[config.mk]
export PLATFORM = sky130hd
export DESIGN_NAME = fbr_top
export DESIGN_NICKNAME = d
export VERILOG_FILES = /design/src/fbr_pkg.sv /design/src/fbr_seq_if.sv /design/src/fbr_top.sv /design/src/fbr_fifo.sv /design/src/fbr_addr_gen.sv
export VERILOG_INCLUDE_DIRS = /design/src
export SDC_FILE = /design/constraint.sdc
export NUM_CORES = 1
export LEC_CHECK = 0
export ABC_CLOCK_PERIOD_IN_PS = 5100
export BUFFER_PORTS_ARGS = -buffer_cell sky130_fd_sc_hd__buf_4
export CAP_MARGIN = 20
export CORE_MARGIN = 10
export CORE_UTILIZATION = 43
export DETAILED_ROUTE_END_ITERATION = 7
export SYNTH_ARGS = -nofsm -noshare
export SYNTH_HDL_FRONTEND = slang
export SYNTH_SLANG_ARGS = --single-unit
export TNS_END_PERCENT = 20
[constraint.sdc]
create_clock -name clock -period 5.1 [get_ports clock]
set_input_delay 0.255 -clock clock [delete_from_list [all_inputs] [get_ports clock]]
set_output_delay 0.255 -clock clock [all_outputs]
set_load 0.01 [all_outputs]
[src/fbr_regs.svh]
`ifndef FBR_REGS_SVH
`define FBR_REGS_SVH

// Burst read configuration register fields
`define FBR_READ_SELECT_BIT    15
`define FBR_LATENCY_MSB        13
`define FBR_LATENCY_LSB        11
`define FBR_WAIT_POLARITY_BIT  10
`define FBR_DATA_HOLD_BIT      9
`define FBR_WAIT_TIMING_BIT    8
`define FBR_BURST_TYPE_BIT     7
`define FBR_EDGE_SELECT_BIT    6
`define FBR_WRAP_SELECT_BIT    3
`define FBR_LENGTH_MSB         2
`define FBR_LENGTH_LSB         0

// Reset value and writable bits; bits 14, 5 and 4 stay zero
`define FBR_CFG_RESET          16'hBFCF
`define FBR_CFG_WMASK          16'hBFCF

// Burst length codes
`define FBR_LEN_4              3'h1
`define FBR_LEN_8              3'h2
`define FBR_LEN_16             3'h3
`define FBR_LEN_CONT           3'h7

// Sixteen-word boundary and four-word alignment
`define FBR_ROW_BITS           4
`define FBR_QUAD_BITS          2

`endif

[src/fbr_pkg.sv]
package fbr_pkg;

  typedef enum logic [2:0] {
    FBR_IDLE  = 3'b000,
    FBR_ARMED = 3'b001,
    FBR_LAT   = 3'b010,
    FBR_DATA  = 3'b011,
    FBR_DONE  = 3'b100
  } fbr_state_e;

  typedef logic [15:0] fbr_cfg_t;

endpackage

[src/fbr_seq_if.sv]
`timescale 1ns/1ps
interface fbr_seq_if #(parameter int AW = 21);
  logic [AW-1:0] start_addr;
  logic [AW-1:0] index;
  logic [2:0]    length;
  logic          wrap_select;
  logic          burst_type;
  logic [AW-1:0] addr;

  modport core (output start_addr, output index, output length, output wrap_select,
                output burst_type, input addr);
  modport gen  (input start_addr, input index, input length, input wrap_select,
                input burst_type, output addr);
endinterface

[src/fbr_top.sv]
`timescale 1ns/1ps
`include "fbr_regs.svh"
module fbr_top import fbr_pkg::*; #(
  parameter int AW    = 21,
  parameter int DW    = 16,
  parameter int DEPTH = 32
) (
  // Clock and reset
  input  wire logic          clock,
  input  wire logic          sys_rst,
  // Configuration write from the command interface
  input  wire logic          cfg_wr,
  input  wire logic [15:0]   cfg_wdata,
  output logic [15:0]        cfg_rdata,
  // Flash bus from the host
  input  wire logic          chip_en_n,
  input  wire logic          latch_en_n,
  input  wire logic          burst_clk,
  input  wire logic [AW-1:0] addr_in,
  output logic [DW-1:0]      dq_out,
  output logic               dq_oe,
  output logic               wait_out,
  // Memory array read port
  output logic               arr_req,
  output logic [AW-1:0]      arr_addr,
  input  wire logic          arr_rvalid,
  input  wire logic [DW-1:0] arr_rdata
);
  fbr_cfg_t      cfg_q, cfg_d;
  fbr_state_e    st_q, st_d;
  logic          kclk_q;
  logic [AW-1:0] start_q, start_d;
  logic [AW-1:0] beat_q, beat_d;
  logic [AW-1:0] fidx_q, fidx_d;
  logic [2:0]    lat_q, lat_d;
  logic [1:0]    wcnt_q, wcnt_d;
  logic          hold_q, hold_d;
  logic          pend_q, pend_d;
  logic          outst_q, outst_d;
  logic          req_q, req_d;
  logic [AW-1:0] raddr_q, raddr_d;
  logic [DW-1:0] dq_q, dq_d;
  logic          oe_q, oe_d;
  logic          wact_q, wact_d;
  logic          wait_q, wait_d;
  logic          act_edge, cont, sync_rd, crossing, pop, flush;
  logic [AW-1:0] nwords;
  logic          f_ready, f_valid;
  logic [DW-1:0] f_data;

  fbr_seq_if #(.AW(AW)) seq ();

  fbr_addr_gen #(.AW(AW)) u_gen (
    .seq (seq.gen)
  );

  // Absorbs array latency; with one read in flight a slow array can still starve the burst
  fbr_fifo #(.WIDTH(DW), .DEPTH(DEPTH)) u_fifo (
    .clock     (clock),
    .sys_rst   (sys_rst),
    .flush     (flush),
    .in_valid  (arr_rvalid && outst_q),
    .in_ready  (f_ready),
    .in_data   (arr_rdata),
    .out_valid (f_valid),
    .out_ready (pop),
    .out_data  (f_data)
  );

  always_comb begin
    seq.start_addr  = start_q;
    seq.index       = fidx_q;
    seq.length      = cfg_q[`FBR_LENGTH_MSB:`FBR_LENGTH_LSB];
    seq.wrap_select = cfg_q[`FBR_WRAP_SELECT_BIT];
    seq.burst_type  = cfg_q[`FBR_BURST_TYPE_BIT];
  end

  always_comb begin
    cfg_d = cfg_q;
    if (cfg_wr) begin
      cfg_d = cfg_wdata & `FBR_CFG_WMASK;
    end
  end

  always_comb begin
    // Clock pin is compared with its sample from the cycle before, so an edge is seen in the cycle it arrives
    act_edge = cfg_q[`FBR_EDGE_SELECT_BIT] ? (burst_clk && !kclk_q)
                                           : (!burst_clk && kclk_q);
    sync_rd  = !cfg_q[`FBR_READ_SELECT_BIT];
    cont     = cfg_q[`FBR_LENGTH_MSB:`FBR_LENGTH_LSB] == `FBR_LEN_CONT;
    case (cfg_q[`FBR_LENGTH_MSB:`FBR_LENGTH_LSB])
      `FBR_LEN_4:  nwords = AW'(4);
      `FBR_LEN_8:  nwords = AW'(8);
      `FBR_LEN_16: nwords = AW'(16);
      default:     nwords = '0;
    endcase
    crossing = (beat_q != '0) && ((start_q[`FBR_ROW_BITS-1:0] + beat_q[`FBR_ROW_BITS-1:0]) == '0);
    st_d     = st_q;
    start_d  = start_q;
    beat_d   = beat_q;
    fidx_d   = fidx_q;
    lat_d    = lat_q;
    wcnt_d   = wcnt_q;
    hold_d   = hold_q;
    pend_d   = pend_q;
    dq_d     = dq_q;
    oe_d     = oe_q;
    pop      = 1'b0;
    flush    = 1'b0;
    case (st_q)
      FBR_ARMED: begin
        if (act_edge) begin
          lat_d = cfg_q[`FBR_LATENCY_MSB:`FBR_LATENCY_LSB];
          st_d  = FBR_LAT;
        end
      end
      FBR_LAT: begin
        if (act_edge) begin
          if (lat_q <= 3'h1) begin
            st_d = FBR_DATA;
            pop  = 1'b1;
          end else begin
            lat_d = lat_q - 3'h1;
          end
        end
      end
      FBR_DATA: begin
        if (act_edge) begin
          if (hold_q) begin
            hold_d = 1'b0;
          end else if (wcnt_q > 2'h1) begin
            wcnt_d = wcnt_q - 2'h1;
          end else if (wcnt_q == 2'h1) begin
            wcnt_d = 2'h0;
            pop    = 1'b1;
          end else if (!cont && beat_q == nwords) begin
            st_d = FBR_DONE;
            oe_d = 1'b0;
          end else if (crossing && pend_q) begin
            wcnt_d = start_q[`FBR_QUAD_BITS-1:0];
            pend_d = 1'b0;
          end else begin
            pop = 1'b1;
          end
        end
      end
      FBR_DONE: begin
        oe_d = 1'b0;
      end
      default: begin
        oe_d = 1'b0;
      end
    endcase
    if (pop) begin
      dq_d   = f_data;
      oe_d   = 1'b1;
      hold_d = cfg_q[`FBR_DATA_HOLD_BIT];
      beat_d = beat_q + AW'(1);
    end
    if (chip_en_n || !sync_rd) begin
      st_d  = FBR_IDLE;
      oe_d  = 1'b0;
      flush = 1'b1;
    end else if (!latch_en_n) begin
      st_d    = FBR_ARMED;
      start_d = addr_in;
      beat_d  = '0;
      fidx_d  = '0;
      hold_d  = 1'b0;
      wcnt_d  = 2'h0;
      oe_d    = 1'b0;
      flush   = 1'b1;
      // Only unaligned continuous bursts or bursts with the wrap bit set ever need the pause
      pend_d  = (cont || cfg_q[`FBR_WRAP_SELECT_BIT])
                && (addr_in[`FBR_QUAD_BITS-1:0] != '0);
    end
  end

  always_comb begin
    outst_d = outst_q;
    req_d   = 1'b0;
    raddr_d = raddr_q;
    if (arr_rvalid) begin
      outst_d = 1'b0;
    end
    // One read in flight keeps the FIFO from overrunning
    if ((st_q == FBR_LAT || st_q == FBR_DATA || st_q == FBR_ARMED) && !outst_q && !req_q && f_ready
        && !flush && (cont || fidx_q < nwords)) begin
      req_d   = 1'b1;
      outst_d = 1'b1;
      raddr_d = seq.addr;
    end
    if (flush) begin
      outst_d = 1'b0;
    end
  end

  always_comb begin
    // Wait is seen with the next state so it can lead by one cycle
    if (!sync_rd) begin
      wact_d = 1'b1;
    end else if (cfg_q[`FBR_WAIT_TIMING_BIT]) begin
      wact_d = (st_d == FBR_DATA) && ((wcnt_d > 2'h1) || ((wcnt_d == 2'h0) && !hold_d
               && pend_d && ((start_q[`FBR_ROW_BITS-1:0] + beat_d[`FBR_ROW_BITS-1:0]) == '0)
               && (beat_d != '0)));
    end else begin
      wact_d = (st_d == FBR_DATA) && (wcnt_d != 2'h0);
    end
    wait_d = cfg_q[`FBR_WAIT_POLARITY_BIT] ? wact_d : !wact_d;
  end

  always_ff @(posedge clock) begin
    if (sys_rst) begin
      cfg_q   <= `FBR_CFG_RESET;
      st_q    <= FBR_IDLE;
      kclk_q  <= 1'b0;
      start_q <= '0;
      beat_q  <= '0;
      fidx_q  <= '0;
      lat_q   <= 3'h0;
      wcnt_q  <= 2'h0;
      hold_q  <= 1'b0;
      pend_q  <= 1'b0;
      outst_q <= 1'b0;
      req_q   <= 1'b0;
      raddr_q <= '0;
      dq_q    <= '0;
      oe_q    <= 1'b0;
      wact_q  <= 1'b1;
      wait_q  <= 1'b1;
    end else begin
      cfg_q   <= cfg_d;
      st_q    <= st_d;
      kclk_q  <= burst_clk;
      start_q <= start_d;
      beat_q  <= beat_d;
      fidx_q  <= (req_d && !flush) ? fidx_d + AW'(1) : fidx_d;
      lat_q   <= lat_d;
      wcnt_q  <= wcnt_d;
      hold_q  <= hold_d;
      pend_q  <= pend_d;
      outst_q <= outst_d;
      req_q   <= req_d;
      raddr_q <= raddr_d;
      dq_q    <= dq_d;
      oe_q    <= oe_d;
      wact_q  <= wact_d;
      wait_q  <= wait_d;
    end
  end

  assign cfg_rdata = cfg_q;
  assign dq_out    = dq_q;
  assign dq_oe     = oe_q;
  assign wait_out  = wait_q;
  assign arr_req   = req_q;
  assign arr_addr  = raddr_q;

  property p_async_wait;
    @(posedge clock) disable iff (sys_rst)
    // Pin follows the configuration of the cycle before, even across a write
    cfg_q[`FBR_READ_SELECT_BIT] |=> wait_q == $past(cfg_q[`FBR_WAIT_POLARITY_BIT]);
  endproperty
  a_async_wait: assert property (p_async_wait) else $error("async read without asserted wait");

  property p_polarity;
    @(posedge clock) disable iff (sys_rst)
    1'b1 |=> wait_q == ($past(cfg_q[`FBR_WAIT_POLARITY_BIT]) ? wact_q : !wact_q);
  endproperty
  a_polarity: assert property (p_polarity) else $error("wait pin polarity wrong");

  property p_aligned_nowait;
    @(posedge clock) disable iff (sys_rst)
    st_q == FBR_DATA && start_q[1:0] == 2'h0 && sync_rd |-> wcnt_q == 2'h0 && !wact_q;
  endproperty
  a_aligned_nowait: assert property (p_aligned_nowait) else $error("wait in aligned burst");

  property p_wait_len;
    @(posedge clock) disable iff (sys_rst)
    st_q == FBR_DATA && $past(wcnt_q) == 2'h0 && wcnt_q != 2'h0 |-> wcnt_q == start_q[1:0];
  endproperty
  a_wait_len: assert property (p_wait_len) else $error("misalignment wait count wrong");

  property p_wait_once;
    @(posedge clock) disable iff (sys_rst)
    st_q == FBR_DATA && !pend_q && latch_en_n |=> !pend_q;
  endproperty
  a_wait_once: assert property (p_wait_once) else $error("second misalignment pause armed");

  property p_edge;
    @(posedge clock) disable iff (sys_rst)
    oe_q && $changed(dq_q) |-> $past(act_edge);
  endproperty
  a_edge: assert property (p_edge) else $error("data changed off the active edge");

  property p_latency;
    @(posedge clock) disable iff (sys_rst)
    st_q == FBR_ARMED && act_edge && !chip_en_n && latch_en_n && sync_rd
    |=> lat_q == $past(cfg_q[`FBR_LATENCY_MSB:`FBR_LATENCY_LSB]);
  endproperty
  a_latency: assert property (p_latency) else $error("latency not loaded");

  property p_length;
    @(posedge clock) disable iff (sys_rst)
    st_q == FBR_DATA && !cont |-> beat_q <= nwords;
  endproperty
  a_length: assert property (p_length) else $error("burst ran past its length");

  property p_hold;
    @(posedge clock) disable iff (sys_rst)
    pop && cfg_q[`FBR_DATA_HOLD_BIT] && !flush |=> hold_q;
  endproperty
  a_hold: assert property (p_hold) else $error("two-cycle hold not armed");

  property p_cov_cont;
    @(posedge clock) disable iff (sys_rst) st_q == FBR_DATA && cont && beat_q == AW'(20);
  endproperty
  c_cov_cont: cover property (p_cov_cont);

  property p_cov_wait;
    @(posedge clock) disable iff (sys_rst) wcnt_q == 2'h3;
  endproperty
  c_cov_wait: cover property (p_cov_wait);

  property p_cov_done;
    @(posedge clock) disable iff (sys_rst) st_q == FBR_DATA ##1 st_q == FBR_DONE;
  endproperty
  c_cov_done: cover property (p_cov_done);
endmodule

[src/fbr_fifo.sv]
`timescale 1ns/1ps
module fbr_fifo #(
  parameter int WIDTH = 16,
  parameter int DEPTH = 32
) (
  // Clock and reset
  input  wire logic             clock,
  input  wire logic             sys_rst,
  input  wire logic             flush,
  // Fill side
  input  wire logic             in_valid,
  output logic                  in_ready,
  input  wire logic [WIDTH-1:0] in_data,
  // Drain side
  output logic                  out_valid,
  input  wire logic             out_ready,
  output logic [WIDTH-1:0]      out_data
);
  localparam int PW = $clog2(DEPTH);

  logic [WIDTH-1:0] mem_q [DEPTH];
  logic [PW-1:0]    wp_q, wp_d, rp_q, rp_d;
  logic [PW:0]      cnt_q, cnt_d;
  logic             ov_q, ov_d;
  logic [WIDTH-1:0] od_q, od_d;
  logic             push, load;

  always_comb begin
    in_ready = (cnt_q != (PW+1)'(DEPTH)) && !flush;
    push     = in_valid && in_ready;
    load     = (cnt_q != '0) && (!ov_q || out_ready);
    wp_d     = wp_q;
    rp_d     = rp_q;
    cnt_d    = cnt_q;
    ov_d     = ov_q;
    od_d     = od_q;
    if (push) begin
      wp_d = wp_q + PW'(1);
    end
    if (out_ready && ov_q) begin
      ov_d = 1'b0;
    end
    // Output word sits in its own register
    if (load) begin
      od_d = mem_q[rp_q];
      ov_d = 1'b1;
      rp_d = rp_q + PW'(1);
    end
    cnt_d = cnt_q + (PW+1)'(push) - (PW+1)'(load);
    if (flush) begin
      wp_d  = '0;
      rp_d  = '0;
      cnt_d = '0;
      ov_d  = 1'b0;
    end
  end

  always_ff @(posedge clock) begin
    if (push) begin
      mem_q[wp_q] <= in_data;
    end
    if (sys_rst) begin
      wp_q  <= '0;
      rp_q  <= '0;
      cnt_q <= '0;
      ov_q  <= 1'b0;
      od_q  <= '0;
    end else begin
      wp_q  <= wp_d;
      rp_q  <= rp_d;
      cnt_q <= cnt_d;
      ov_q  <= ov_d;
      od_q  <= od_d;
    end
  end

  assign out_valid = ov_q;
  assign out_data  = od_q;
endmodule

[src/fbr_addr_gen.sv]
`timescale 1ns/1ps
`include "fbr_regs.svh"
module fbr_addr_gen import fbr_pkg::*; #(
  parameter int AW = 21
) (
  // Sequence request and address
  fbr_seq_if.gen seq
);
  logic [AW-1:0] mask;
  logic [AW-1:0] sum;
  logic [AW-1:0] mix;

  always_comb begin
    case (seq.length)
      `FBR_LEN_4:  mask = AW'(3);
      `FBR_LEN_8:  mask = AW'(7);
      `FBR_LEN_16: mask = AW'(15);
      default:     mask = '0;
    endcase
    sum = seq.start_addr + seq.index;
    mix = seq.start_addr ^ seq.index;
    if (seq.length == `FBR_LEN_CONT) begin
      seq.addr = sum;
    end else if (!seq.burst_type) begin
      seq.addr = (seq.start_addr & ~mask) | (mix & mask);
    end else if (!seq.wrap_select) begin
      seq.addr = (seq.start_addr & ~mask) | (sum & mask);
    end else begin
      seq.addr = sum;
    end
  end
endmodule

==> impl_metrics.ini, run 1 <==
[power_and_ir_drop]
power_density_nw_per_um2 = 339.7
vdd_ir_drop_max_mv = 0.3042
p_int_mw = 8.833
sw_frac_of_total_pct = 20.62
share_comb_of_total_power_pct = 2.2
static-leakage-power_nw = 10.87
p_sw_mw = 2.294
pwr-share-seq_pct = 53.1
clock_power_share_pct = 44.7

[finish]
fillerInstances = 5411
multi_input_area_sq_um = 9082
drive_gt1_share_pct = 21.43
n_antenna_cell = 0
stdcell_count = 2918
synthToLayoutAreaGrowth_pct = 16.17
nNetsFinal = 2122
seq_area_sq_um = 18610

[detailed_routing]
dr.pass1.iters = 7
ant_nets = 0
viasPerCell = 5.526
drt-wirelength-per-cell_microns = 22.09
dr_total_vias = 16120
drtIter0Drc = 1128
drt_wl_total_microns = 64450
drc = 0

[logic_synthesis]
syn_inst = 1839
synthTopCellsByArea = edfxtp_1 55%, mux4_2 13%, dfxtp_1 11%, nor2_1 2.6%, ha_1 2.1%
synth_seq_cells = 673
async_flop_share_pct = 0
yosys.area.top_type = edfxtp_1
synth_ff_type = edfxtp_1
synth_edf_count = 512
yosys_warnings = 0
post-synth-top-area-fraction_pct = 54.53
synth_area_sq_um = 28190
syn_area_per_cell_sq_um = 15.33
seq_area_frac_synth_pct = 65.96
ys_types = 72

[min_path]
whs_path_depth = 1
hold_start = arr_rdata[2]
hp-class = in -> reg
hold_end = u_fifo.mem_q[0][2]

[floorplanning]
die_y_microns = 276.1
die_area_sq_um = 76210
die_width_microns = 276.1
pin_count = 116
initial_core_util_pct = 43.58
rows = 93
core_sq_um = 64700

[global_route]
grt_max_degree = 87
grt_pass1_wl_microns = 99810
grt_antenna_before_repair = 1
first_global_vias = 16530
grt_overflow = 0
grt_use_total_pct = 16.69

[cts]
clkLatencyLatePin_ns = 0.61
post-cts-setup-buffer-count = 0
cts_tree = done
cts_made_buffers = 73
htreeDepth = 3
path_clk_slew_ns = 0.06
clockRootBuffer = clkbuf_16
ctsLongestPathBuffers = 3
cts.sinks = 673

[setup_path]
path_cells = ha_1 > inv_1 > fa_1 > xnor2_1 > nor3b_1 > o31ai_2 > nor3_1 > o31a_2 > xnor2_1 > nor2_1 > ha_1 > fa_1 > or4_1 > a2111oi_0 > a31oi_1 > a31o_2 > a211oi_1
reg2reg_setup_slack_ns = 0.62
crit_path_end_kind = flop
slowest_stage = or4_1
crit_family = compound AO/OA/AOI/OAI gates
reg2reg_depth = 17
crit_fanout = 5
critPathKind = reg -> reg
r2r-end = wait_out
reg2reg_from = beat_q[0]
startpoint_type = flop
critPathMaxStageDelay_ns = 0.56
cp.required_ns = 5.62
critPathBufInv = 1
crit_arrival_ns = 4.99

[timing]
setup_viol = 0
layout_min_cycle_time_ns = 4.479
worstMarginPinSlew_ns = 1.078
fmax_mhz = 223.3
hold_viol = 0
drv_slew = 0
finalSetupTns_ns = 0
rsz0062_at_grt = false
slew_headroom_pct = 28.16
finalClockSkew_ns = 0.02121
timing.final.crit_share_pct = 87.82

[job]
cap_violations = 0

[placement]
post-dp-hpwl_microns = 40020
dp.cells = 2752
io_buffers = 109
place_congestion = 0.8190

[status]
status = complete, no violations
-- through the flow --
stage	util, %	hold slack (ns)	instance area, sq um	setup WS (ns)	power [mW]
5_1_grt	50.63	0.03094	32750	0.2652	11.51
4_1_cts	50.58	0.008702	32730	0.5569	11.26
3_5_place_dp	46.54	0.4749	30110	0.5985	6.243
6_report	50.63	0.05538	32750	0.6212	11.13
3_3_place_gp	46.54	0.4697	30110	0.7727	6.233
2_1_floorplan	-	0.3539	28200	0.4513	6.113
-- cell usage in the layout (no fill, tap or decap), types with 15 or more instances in the layout --
cell             n
a211oi_1        23
a21oi_1         63
a311oi_1        16
and3_1          18
buf_4          154
clkbuf_1        15
clkbuf_16       73
dfxtp_1        157
dlygate4sd3_1   38
edfxtp_1       512
ha_1            47
inv_1           34
mux2i_1         56
mux4_2         160
nand2_1        144
nand3_1         26
nor2_1         191
nor3_1          20
o21ai_0         26
xnor2_1         46
xor2_1          26
-- cell type report --
cell class	instances	share of cell area, %
Clock buffer	91	5.875
Clock inverter	36	0.9588
Inverter	35	0.4011
Multi-Input combinational cell	1032	27.73
Sequential cell	673	56.81
Tap cell	855	3.266
Timing Repair Buffer	196	4.958
-- routing by layer --
| metal | GRT usage, % | share of wire, % | up-vias |
|---|---|---|---|
| met1 | 21.54 | 43 | 8217 |
| met2 | 28.33 | 50 | 390 |
| met4 | 4.556 | 2.2 | 2 |
| met5 | 0 | 0.020 | - |
| met3 | 3.249 | 5.0 | 95 |
| li1 | - | - | 7420 |
-- power groups by stage --
stage | sequential (mW) | clock (mW) | combinational (mW)
finish | 5.91 | 4.97 | 0.241
global route | 5.91 | 5.34 | 0.264
CTS | 5.91 | 5.11 | 0.238
detailed placement | 6.03 | 0 | 0.213
global placement | 6.03 | 0 | 0.204
floorplan | 6.03 | 0 | 0.0855
-- sequential cells by signal, indices dropped and copies added, names as in the netlist, 2 cells and up --
name and cells:
arr_addr 21, u_fifo.mem_q 512, lat_q 3, st_q 3, wcnt_q 2, u_fifo.rp_q 5, seq.start_addr 21, dq_out 16
fidx_q 21, u_fifo.cnt_q 6, u_fifo.out_data 16, beat_q 21, cfg_rdata 13, u_fifo.wp_q 5
-- worst max-delay path by stage --
stage,from,end,slack (ns),cells past startpoint
after floorplan,seq.start_addr[0],wait_out,0.45,20
after global placement,beat_q[0],wait_out,0.77,17
after detailed placement,beat_q[0],wait_out,0.60,18
after CTS,beat_q[0],wait_out,0.56,18
after global routing,beat_q[0],wait_out,0.27,18
final,beat_q[0],wait_out,0.62,17
-- worst register-to-register path: stages (launching register included) --
cell	delay [ns]
dfxtp_1	0.42
ha_1	0.20
inv_1	0.06
fa_1	0.37
xnor2_1	0.13
nor3b_1	0.25
o31ai_2	0.12
nor3_1	0.20
o31a_2	0.24
xnor2_1	0.16
nor2_1	0.07
ha_1	0.24
fa_1	0.42
or4_1	0.56
a2111oi_0	0.33
a31oi_1	0.17
a31o_2	0.25
a211oi_1	0.20
-- synth_stat cells (10+ instances only) --
cell	count
inv_1	34
nor2_1	192
xnor2_1	46
nand3_1	26
nor3_1	21
edfxtp_1	512
ha_1	47
a311oi_1	16
a21o_1	13
nand2_1	144
and3_1	18
nand4_1	10
o211ai_1	11
xor2_1	26
buf_1	19
o21ai_0	26
nor2b_1	13
buf_2	11
dfxtp_1	161
a21oi_1	64
a31oi_1	11
clkbuf_1	64
mux4_2	160
or3_1	12
mux2i_1	56
a211oi_1	23
-- timing repair --
action                                 in CTS  in global routing
resized for setup                           0                  0
hold buffers                               38                  0
endpoints found under the hold margin      45                  0
-- cells by family (layout without fill, tap and decap cells) --
| group | after synthesis | count (layout) | synth area share [%] |
|---|---|---|---|
| compound gates | 200 | 200 | 4.744 |
| xor+xnor | 72 | 72 | 2.237 |
| fa+ha+maj | 52 | 52 | 2.405 |
| buf+inv | 136 | 358 | 1.944 |
| flops | 673 | 673 | 65.96 |
| mux | 216 | 216 | 14.77 |
| other cells | 1 | 3 | 0.01330 |
| simple gates | 489 | 489 | 7.926 |
No activity file was read; power rests on OpenSTA's default activity.
==> inputs of run 2 (changes only) <==
--- a/config.mk
+++ b/config.mk
@@ -6,12 +6,13 @@
 export SDC_FILE = /design/constraint.sdc
 export NUM_CORES = 1
 export LEC_CHECK = 0
-export ABC_CLOCK_PERIOD_IN_PS = 5100
+export ABC_CLOCK_PERIOD_IN_PS = 3600
 export BUFFER_PORTS_ARGS = -buffer_cell sky130_fd_sc_hd__buf_4
 export CAP_MARGIN = 20
 export CORE_MARGIN = 10
 export CORE_UTILIZATION = 43
 export DETAILED_ROUTE_END_ITERATION = 7
+export GPL_TIMING_DRIVEN = 0
 export SYNTH_ARGS = -nofsm -noshare
 export SYNTH_HDL_FRONTEND = slang
 export SYNTH_SLANG_ARGS = --single-unit
==> constraint.sdc (replaced) <==
create_clock -name clock -period 3.6 [get_ports clock]
set_input_delay 0.18 -clock clock [delete_from_list [all_inputs] [get_ports clock]]
set_output_delay 0.18 -clock clock [all_outputs]
set_load 0.01 [all_outputs]
==> run 2 against run 1 <==
- the run now ends with negative setup slack left
- maximum frequency rose by 6.0%
- sequential cell count stayed put
- clock power increased by 53%
- sequential share of layout area shrank 2.3 points
- via count increased by 3.5%
- worst setup slack lost 1.2 ns
- utilization rose by 2.2 points
- power increased by 47%
- critical path type unchanged
- clock-buffer cell count up 9
- sequential power grew 42%
- cell area up 4.3%
==> impl_metrics.ini, run 2 (synthesis gave the netlist of run 1 again) <==
[status]
status = complete, but fails checks
violations = negative setup slack

[finish]
drive_gt1_share_pct = 25.02
fillerInstances = 5277
nNetsFinal = 2235
synthToLayoutAreaGrowth_pct = 21.17
seq_area_sq_um = 18630
layout_commonest_cell = edfxtp_1
top_register = u_fifo.mem_q
stdcell_count = 3037
multi_input_area_sq_um = 9480
final_cell_mix = 512 x edfxtp_1, 160 x mux4_2, 158 x nor2_1, 151 x dfxtp_1, 141 x nand2_1
n_antenna_cell = 0
largest_reg_flops = 512
design_area_sq_um = 34160

[global_route]
grt_pass1_wl_microns = 105700
grt_overflow = 0
grt_antenna_before_repair = 2
grt_max_degree = 33
first_global_vias = 17060
grt_use_total_pct = 18.05

[cts]
cts.sinks = 673
htreeDepth = 3
clockRootBuffer = clkbuf_16
clkLatencyLatePin_ns = 0.62
cts_tree = done
ctsLongestPathBuffers = 3
path_clk_slew_ns = 0.06
cts_made_buffers = 73

[timing]
slew_headroom_pct = 34.49
layout_min_cycle_time_ns = 4.223
setup_viol = 68
timing.final.crit_share_pct = 117.3
worstMarginPinSlew_ns = 0.9827
fmax_mhz = 236.8
drv_slew = 0
finalClockSkew_ns = 0.04395
layout_setup_ws_ns = -0.6235
hold_viol = 0
rsz0062_at_grt = true

[floorplanning]
pin_count = 116
core_sq_um = 64700
die_area_sq_um = 76210
initial_core_util_pct = 43.58
die_width_microns = 276.1
die_y_microns = 276.1
rows = 93

[detailed_routing]
drt-wirelength-per-cell_microns = 23.21
dr.pass1.iters = 5
drt_wl_total_microns = 70490
viasPerCell = 5.494
dr_wl_met2_microns = 33610
ant_nets = 0
wl_met1_microns = 30010
wl_met3_microns = 4351
drtIter0Drc = 1246
dr_total_vias = 16690
drc = 0
routed.top_layer = met4

[placement]
dp.cells = 2827
place_area_sq_um = 30560
io_buffers = 107
post-dp-hpwl_microns = 48250
place_congestion = 0.8584

[power_and_ir_drop]
static-leakage-power_nw = 11.31
power_density_nw_per_um2 = 478.7
vdd_ir_drop_max_mv = 0.5177

[setup_path]
startpoint_type = flop
reg2reg_depth = 16
r2r-end = wait_out
crit_arrival_ns = 4.72
crit_path_end_kind = flop
critPathKind = reg -> reg
reg2reg_from = seq.start_addr[0]
reg2reg_setup_slack_ns = -0.62
cp.required_ns = 4.10
crit_fanout = 10

[min_path]
whs_path_depth = 3
hold_end = cfg_rdata[0]
hp-class = in -> reg
hold_start = cfg_wr

[job]
cap_violations = 0
==> run 2: worst max-delay path, stage by stage (launching register included) <==
cell,delay (ns)
dfxtp_4,0.37
ha_4,0.14
inv_2,0.03
fa_2,0.52
nor3b_4,0.21
o31ai_4,0.11
nor3_2,0.21
o31a_4,0.19
buf_12,0.16
mux2i_2,0.26
nor2_2,0.08
fa_2,0.46
or4_4,0.54
a2111oi_4,0.23
a31oi_1,0.15
a31o_2,0.24
a211oi_2,0.20
==> run 2: final cells by class <==
cell class / count / area share, %
Timing Repair Buffer: 214 / 5.739
Sequential cell: 673 / 54.52
Buffer: 95 / 1.315
Multi-Input combinational cell: 1032 / 27.75
Clock buffer: 100 / 5.915
Tap cell: 855 / 3.131
Inverter: 35 / 0.4138
Clock inverter: 33 / 1.220
==> run 2: how the worst max path moves through the flow <==
stage,start,end,slack (ns),cells after the start
after floorplan,seq.start_addr[0],wait_out,-0.62,21
after global placement,seq.start_addr[1],wait_out,-1.43,19
after detailed placement,seq.start_addr[1],wait_out,-1.37,19
after CTS,beat_q[0],wait_out,-0.75,18
after global routing,seq.start_addr[0],wait_out,-0.77,16
final,seq.start_addr[0],wait_out,-0.62,16
==> run 2: repair_timing <==
item,in CTS,in global routing
endpoints found under the hold margin,367,0
pin swaps,22,11
gates resized for setup,74,41
hold buffers,54,0
buffers inserted,20,10
endpoints found under the setup margin,152,318
==> run 2: report_power, final <==
part	internal, mW	switching [mW]
Combinational	0.148	0.256
Sequential	8.35	0.0233
Clock	4.48	3.10
==> run 2: per-stage QoR <==
stage	util (%)	hold WS (ns)	setup TNS [ns]	worst slack [ns]	power (mW)
after floorplan	-	0.2789	-1.078	-0.6207	8.660
after detailed placement	47.24	0.4022	-16.98	-1.370	8.889
after CTS	52.52	0.03615	-2.199	-0.7523	16.51
final	52.81	0.05289	-3.259	-0.6235	16.36
after global routing	52.81	0.06462	-17.52	-0.7685	16.86
after global placement	46.56	0.3973	-241.30	-1.434	8.874
==> run 2: routing by layer <==
| metal | vias to the layer above | GRT usage [%] |
|---|---|---|
| met5 | - | 0 |
| met2 | 484 | 29.03 |
| met4 | 0 | 6.680 |
| met1 | 8413 | 23.74 |
| li1 | 7671 | - |
| met3 | 117 | 3.937 |
==> inputs of run 3 (changes only) <==
--- a/config.mk
+++ b/config.mk
@@ -6,7 +6,6 @@
 export SDC_FILE = /design/constraint.sdc
 export NUM_CORES = 1
 export LEC_CHECK = 0
-export ABC_CLOCK_PERIOD_IN_PS = 3600
 export BUFFER_PORTS_ARGS = -buffer_cell sky130_fd_sc_hd__buf_4
 export CAP_MARGIN = 20
 export CORE_MARGIN = 10
@@ -15,5 +14,6 @@
 export GPL_TIMING_DRIVEN = 0
 export SYNTH_ARGS = -nofsm -noshare
 export SYNTH_HDL_FRONTEND = slang
+export SYNTH_HIERARCHICAL = 1
 export SYNTH_SLANG_ARGS = --single-unit
 export TNS_END_PERCENT = 20
==> constraint.sdc (replaced) <==
create_clock -name clock -period 3.7 [get_ports clock]
set_input_delay 0.185 -clock clock [delete_from_list [all_inputs] [get_ports clock]]
set_output_delay 0.185 -clock clock [all_outputs]
set_load 0.01 [all_outputs]
==> run 3 against run 2 <==
- the flow still finishes with violations (negative setup slack)
- non-clock buffer count is 2 higher
- final cell count up 5.4%
- area after synthesis grew 2.2%
- sequential share of layout area fell by 0.79 points
- routed wire length increased by 7.6%
- critical path type unchanged
- hold slack got worse by 0.020 ns
==> impl_metrics.ini, run 3 <==
[finish]
final_cell_mix = 512 x edfxtp_1, 162 x nand2_1, 155 x dfxtp_1, 139 x nor2_1, 137 x buf_4
nNetsFinal = 2387
synthToLayoutAreaGrowth_pct = 20.26
layout_commonest_cell = edfxtp_1
top_register = u_fifo/mem_q
drive_gt1_share_pct = 22.89
n_antenna_cell = 0
largest_reg_flops = 512

[detailed_routing]
drt-wirelength-per-cell_microns = 23.70
dr_total_vias = 18140
drt_wl_total_microns = 75880
ant_nets = 0
dr.pass1.iters = 5
viasPerCell = 5.667
drtIter0Drc = 1419
wl_met1_microns = 34160
routed.top_layer = met4
drc = 0
dr_wl_met2_microns = 35670
wl_met3_microns = 4125

[logic_synthesis]
post-synth-top-area-fraction_pct = 53.36
yosys_warnings = 6
netlist_top_cells_count = 512 x edfxtp_1, 174 x nor2_1, 162 x nand2_1, 161 x dfxtp_1
yosys.area.top_type = edfxtp_1
ys_types = 92
synth_most_common_cell = edfxtp_1
synth_seq_cells = 673
syn_inst = 2005
synth_area_sq_um = 28810
synthTopCellsByArea = edfxtp_1 53%, dfxtp_1 11%, mux4_2 7.5%, mux2i_1 3.9%, nor2_1 2.3%
seq_area_frac_synth_pct = 64.55
synth_edf_count = 512
synth_ff_type = edfxtp_1
syn_area_per_cell_sq_um = 14.37
async_flop_share_pct = 0

[power_and_ir_drop]
p_total_mw = 16.24
vdd_ir_drop_max_mv = 0.4339
static-leakage-power_nw = 11.86
power_density_nw_per_um2 = 468.8

[global_route]
grt_max_degree = 33
grt_pass1_wl_microns = 113600
grt_overflow = 0
first_global_vias = 18290
grt_use_total_pct = 19.17
grt_antenna_before_repair = 0

[setup_path]
critPathBufInv = 3
crit_family = simple AND/OR/NAND/NOR gates
reg2reg_setup_slack_ns = -0.85
r2r-end = wait_out
critPathKind = reg -> reg
cp.required_ns = 4.17
path_cells = inv_4 > ha_4 > nor4b_4 > nand3_2 > o311a_1 > and3_4 > or3_1 > buf_6 > clkinv_8 > mux2i_4 > nor2_2 > ha_1 > a21o_1 > a21oi_2 > xnor2_2 > nor2_2 > nand3_2 > nand3_1 > or4b_4 > o31ai_4 > o41ai_2 > mux2i_1
crit_path_end_kind = flop
critPathMaxStageDelay_ns = 0.51
crit_fanout = 5
reg2reg_from = beat_q[1]
crit_arrival_ns = 5.03
reg2reg_depth = 22
slowest_stage = or4b_4
startpoint_type = flop

[timing]
drv_slew = 0
rsz0062_at_grt = true
fmax_mhz = 219.6
holdWs_ns = 0.03254
finalClockSkew_ns = 0.03058
finalSetupTns_ns = -1.738
slew_headroom_pct = 13.95
layout_setup_ws_ns = -0.8543
hold_viol = 0
setup_viol = 6
layout_min_cycle_time_ns = 4.554
worstMarginPinSlew_ns = 1.273
timing.final.crit_share_pct = 123.1

[floorplanning]
die_area_sq_um = 77760
pin_count = 116
rows = 94
die_y_microns = 278.9
core_sq_um = 66100
initial_core_util_pct = 43.59
die_width_microns = 278.9

[cts]
cts_made_buffers = 74
htreeDepth = 3
cts_tree = done
clkLatencyLatePin_ns = 0.62
clockRootBuffer = clkbuf_16
cts.sinks = 673
ctsLongestPathBuffers = 3
path_clk_slew_ns = 0.07

[placement]
io_buffers = 108
place_congestion = 0.9068
post-dp-hpwl_microns = 51020

[status]
violations = negative setup slack
status = complete, but fails checks

[min_path]
hold_start = arr_rdata[1]
whs_path_depth = 1
hold_end = u_fifo/mem_q[24][1]
hp-class = in -> reg

[job]
cap_violations = 0
-- run 3: cell count changes in the layout (fill, tap and decap cells not counted), sizes merged, moves of 19 or more --
cell	previous run	this run
mux4	160	96
a21oi	65	117
mux2i	56	112
xor2	26	45
a22o	1	32
o22ai	0	19
-- run 3: cell families (layout without fill, tap and decap cells) --
group,Yosys count,after routing,synth area share [%]
buffers and inverters,154,484,2.584
AOI/OAI and AO/OA,320,320,8.177
DFF,673,673,64.55
xor gates and xnor gates,78,78,2.371
and+or+nand+nor,518,518,8.520
adders and majority gates,52,52,2.354
muxes,209,209,11.43
other,1,3,0.01302
-- run 3: what timing repair did --
action / 4_1_cts / 5_1_grt
hold endpoints to repair: 148 / 0
pin swaps: 16 / 14
buffers inserted: 11 / 7
endpoints found under the setup margin: 65 / 190
gates resized for setup: 28 / 35
hold buffers: 50 / 0
-- run 3: through the flow --
| step | cell area, sq um | setup WS, ns | utilization, % | instances |
|---|---|---|---|---|
| 5_1_grt | 34650 | -0.9910 | 52.42 | 3201 |
| 2_1_floorplan | 28920 | -0.5619 | - | 2007 |
| 4_1_cts | 34470 | -0.8801 | 52.16 | 3196 |
| 6_report | 34650 | -0.8543 | 52.42 | 3201 |
| 3_3_place_gp | 30810 | -1.230 | 46.62 | 2979 |
| 3_5_place_dp | 31210 | -1.275 | 47.22 | 3000 |
-- run 3: worst max path at each step --
stage,from,endpoint,slack (ns),cells after the start
3_3_place_gp,beat_q[1],wait_out,-1.23,23
5_1_grt,beat_q[1],wait_out,-0.99,22
3_5_place_dp,beat_q[1],wait_out,-1.27,23
6_report,beat_q[1],wait_out,-0.85,22
2_1_floorplan,beat_q[0],wait_out,-0.56,24
4_1_cts,beat_q[0],wait_out,-0.88,21
-- run 3: power by group --
group / switching, mW / internal, mW
sequential: 0.0214 / 8.12
combinational: 0.264 / 0.146
clock: 3.07 / 4.62
-- run 3: layout make-up --
class | instances | area, sq um
buffer | 114 | 623.1
clock buffer | 87 | 1932
clock inverter | 50 | 619.3
fill | 5460 | 31450
inverter | 36 | 152.6
multi-input combinational | 1180 | 9853
sequential | 673 | 18620
tap | 864 | 1081
timing repair buffer | 197 | 1773
-- run 3: per-layer routing --
| layer | up-vias | global-route usage [%] |
|---|---|---|
| li1 | 8240 | - |
| met1 | 9252 | 26.43 |
| met2 | 535 | 30.93 |
| met3 | 113 | 2.919 |
| met4 | 0 | 5.936 |
| met5 | - | 0 |
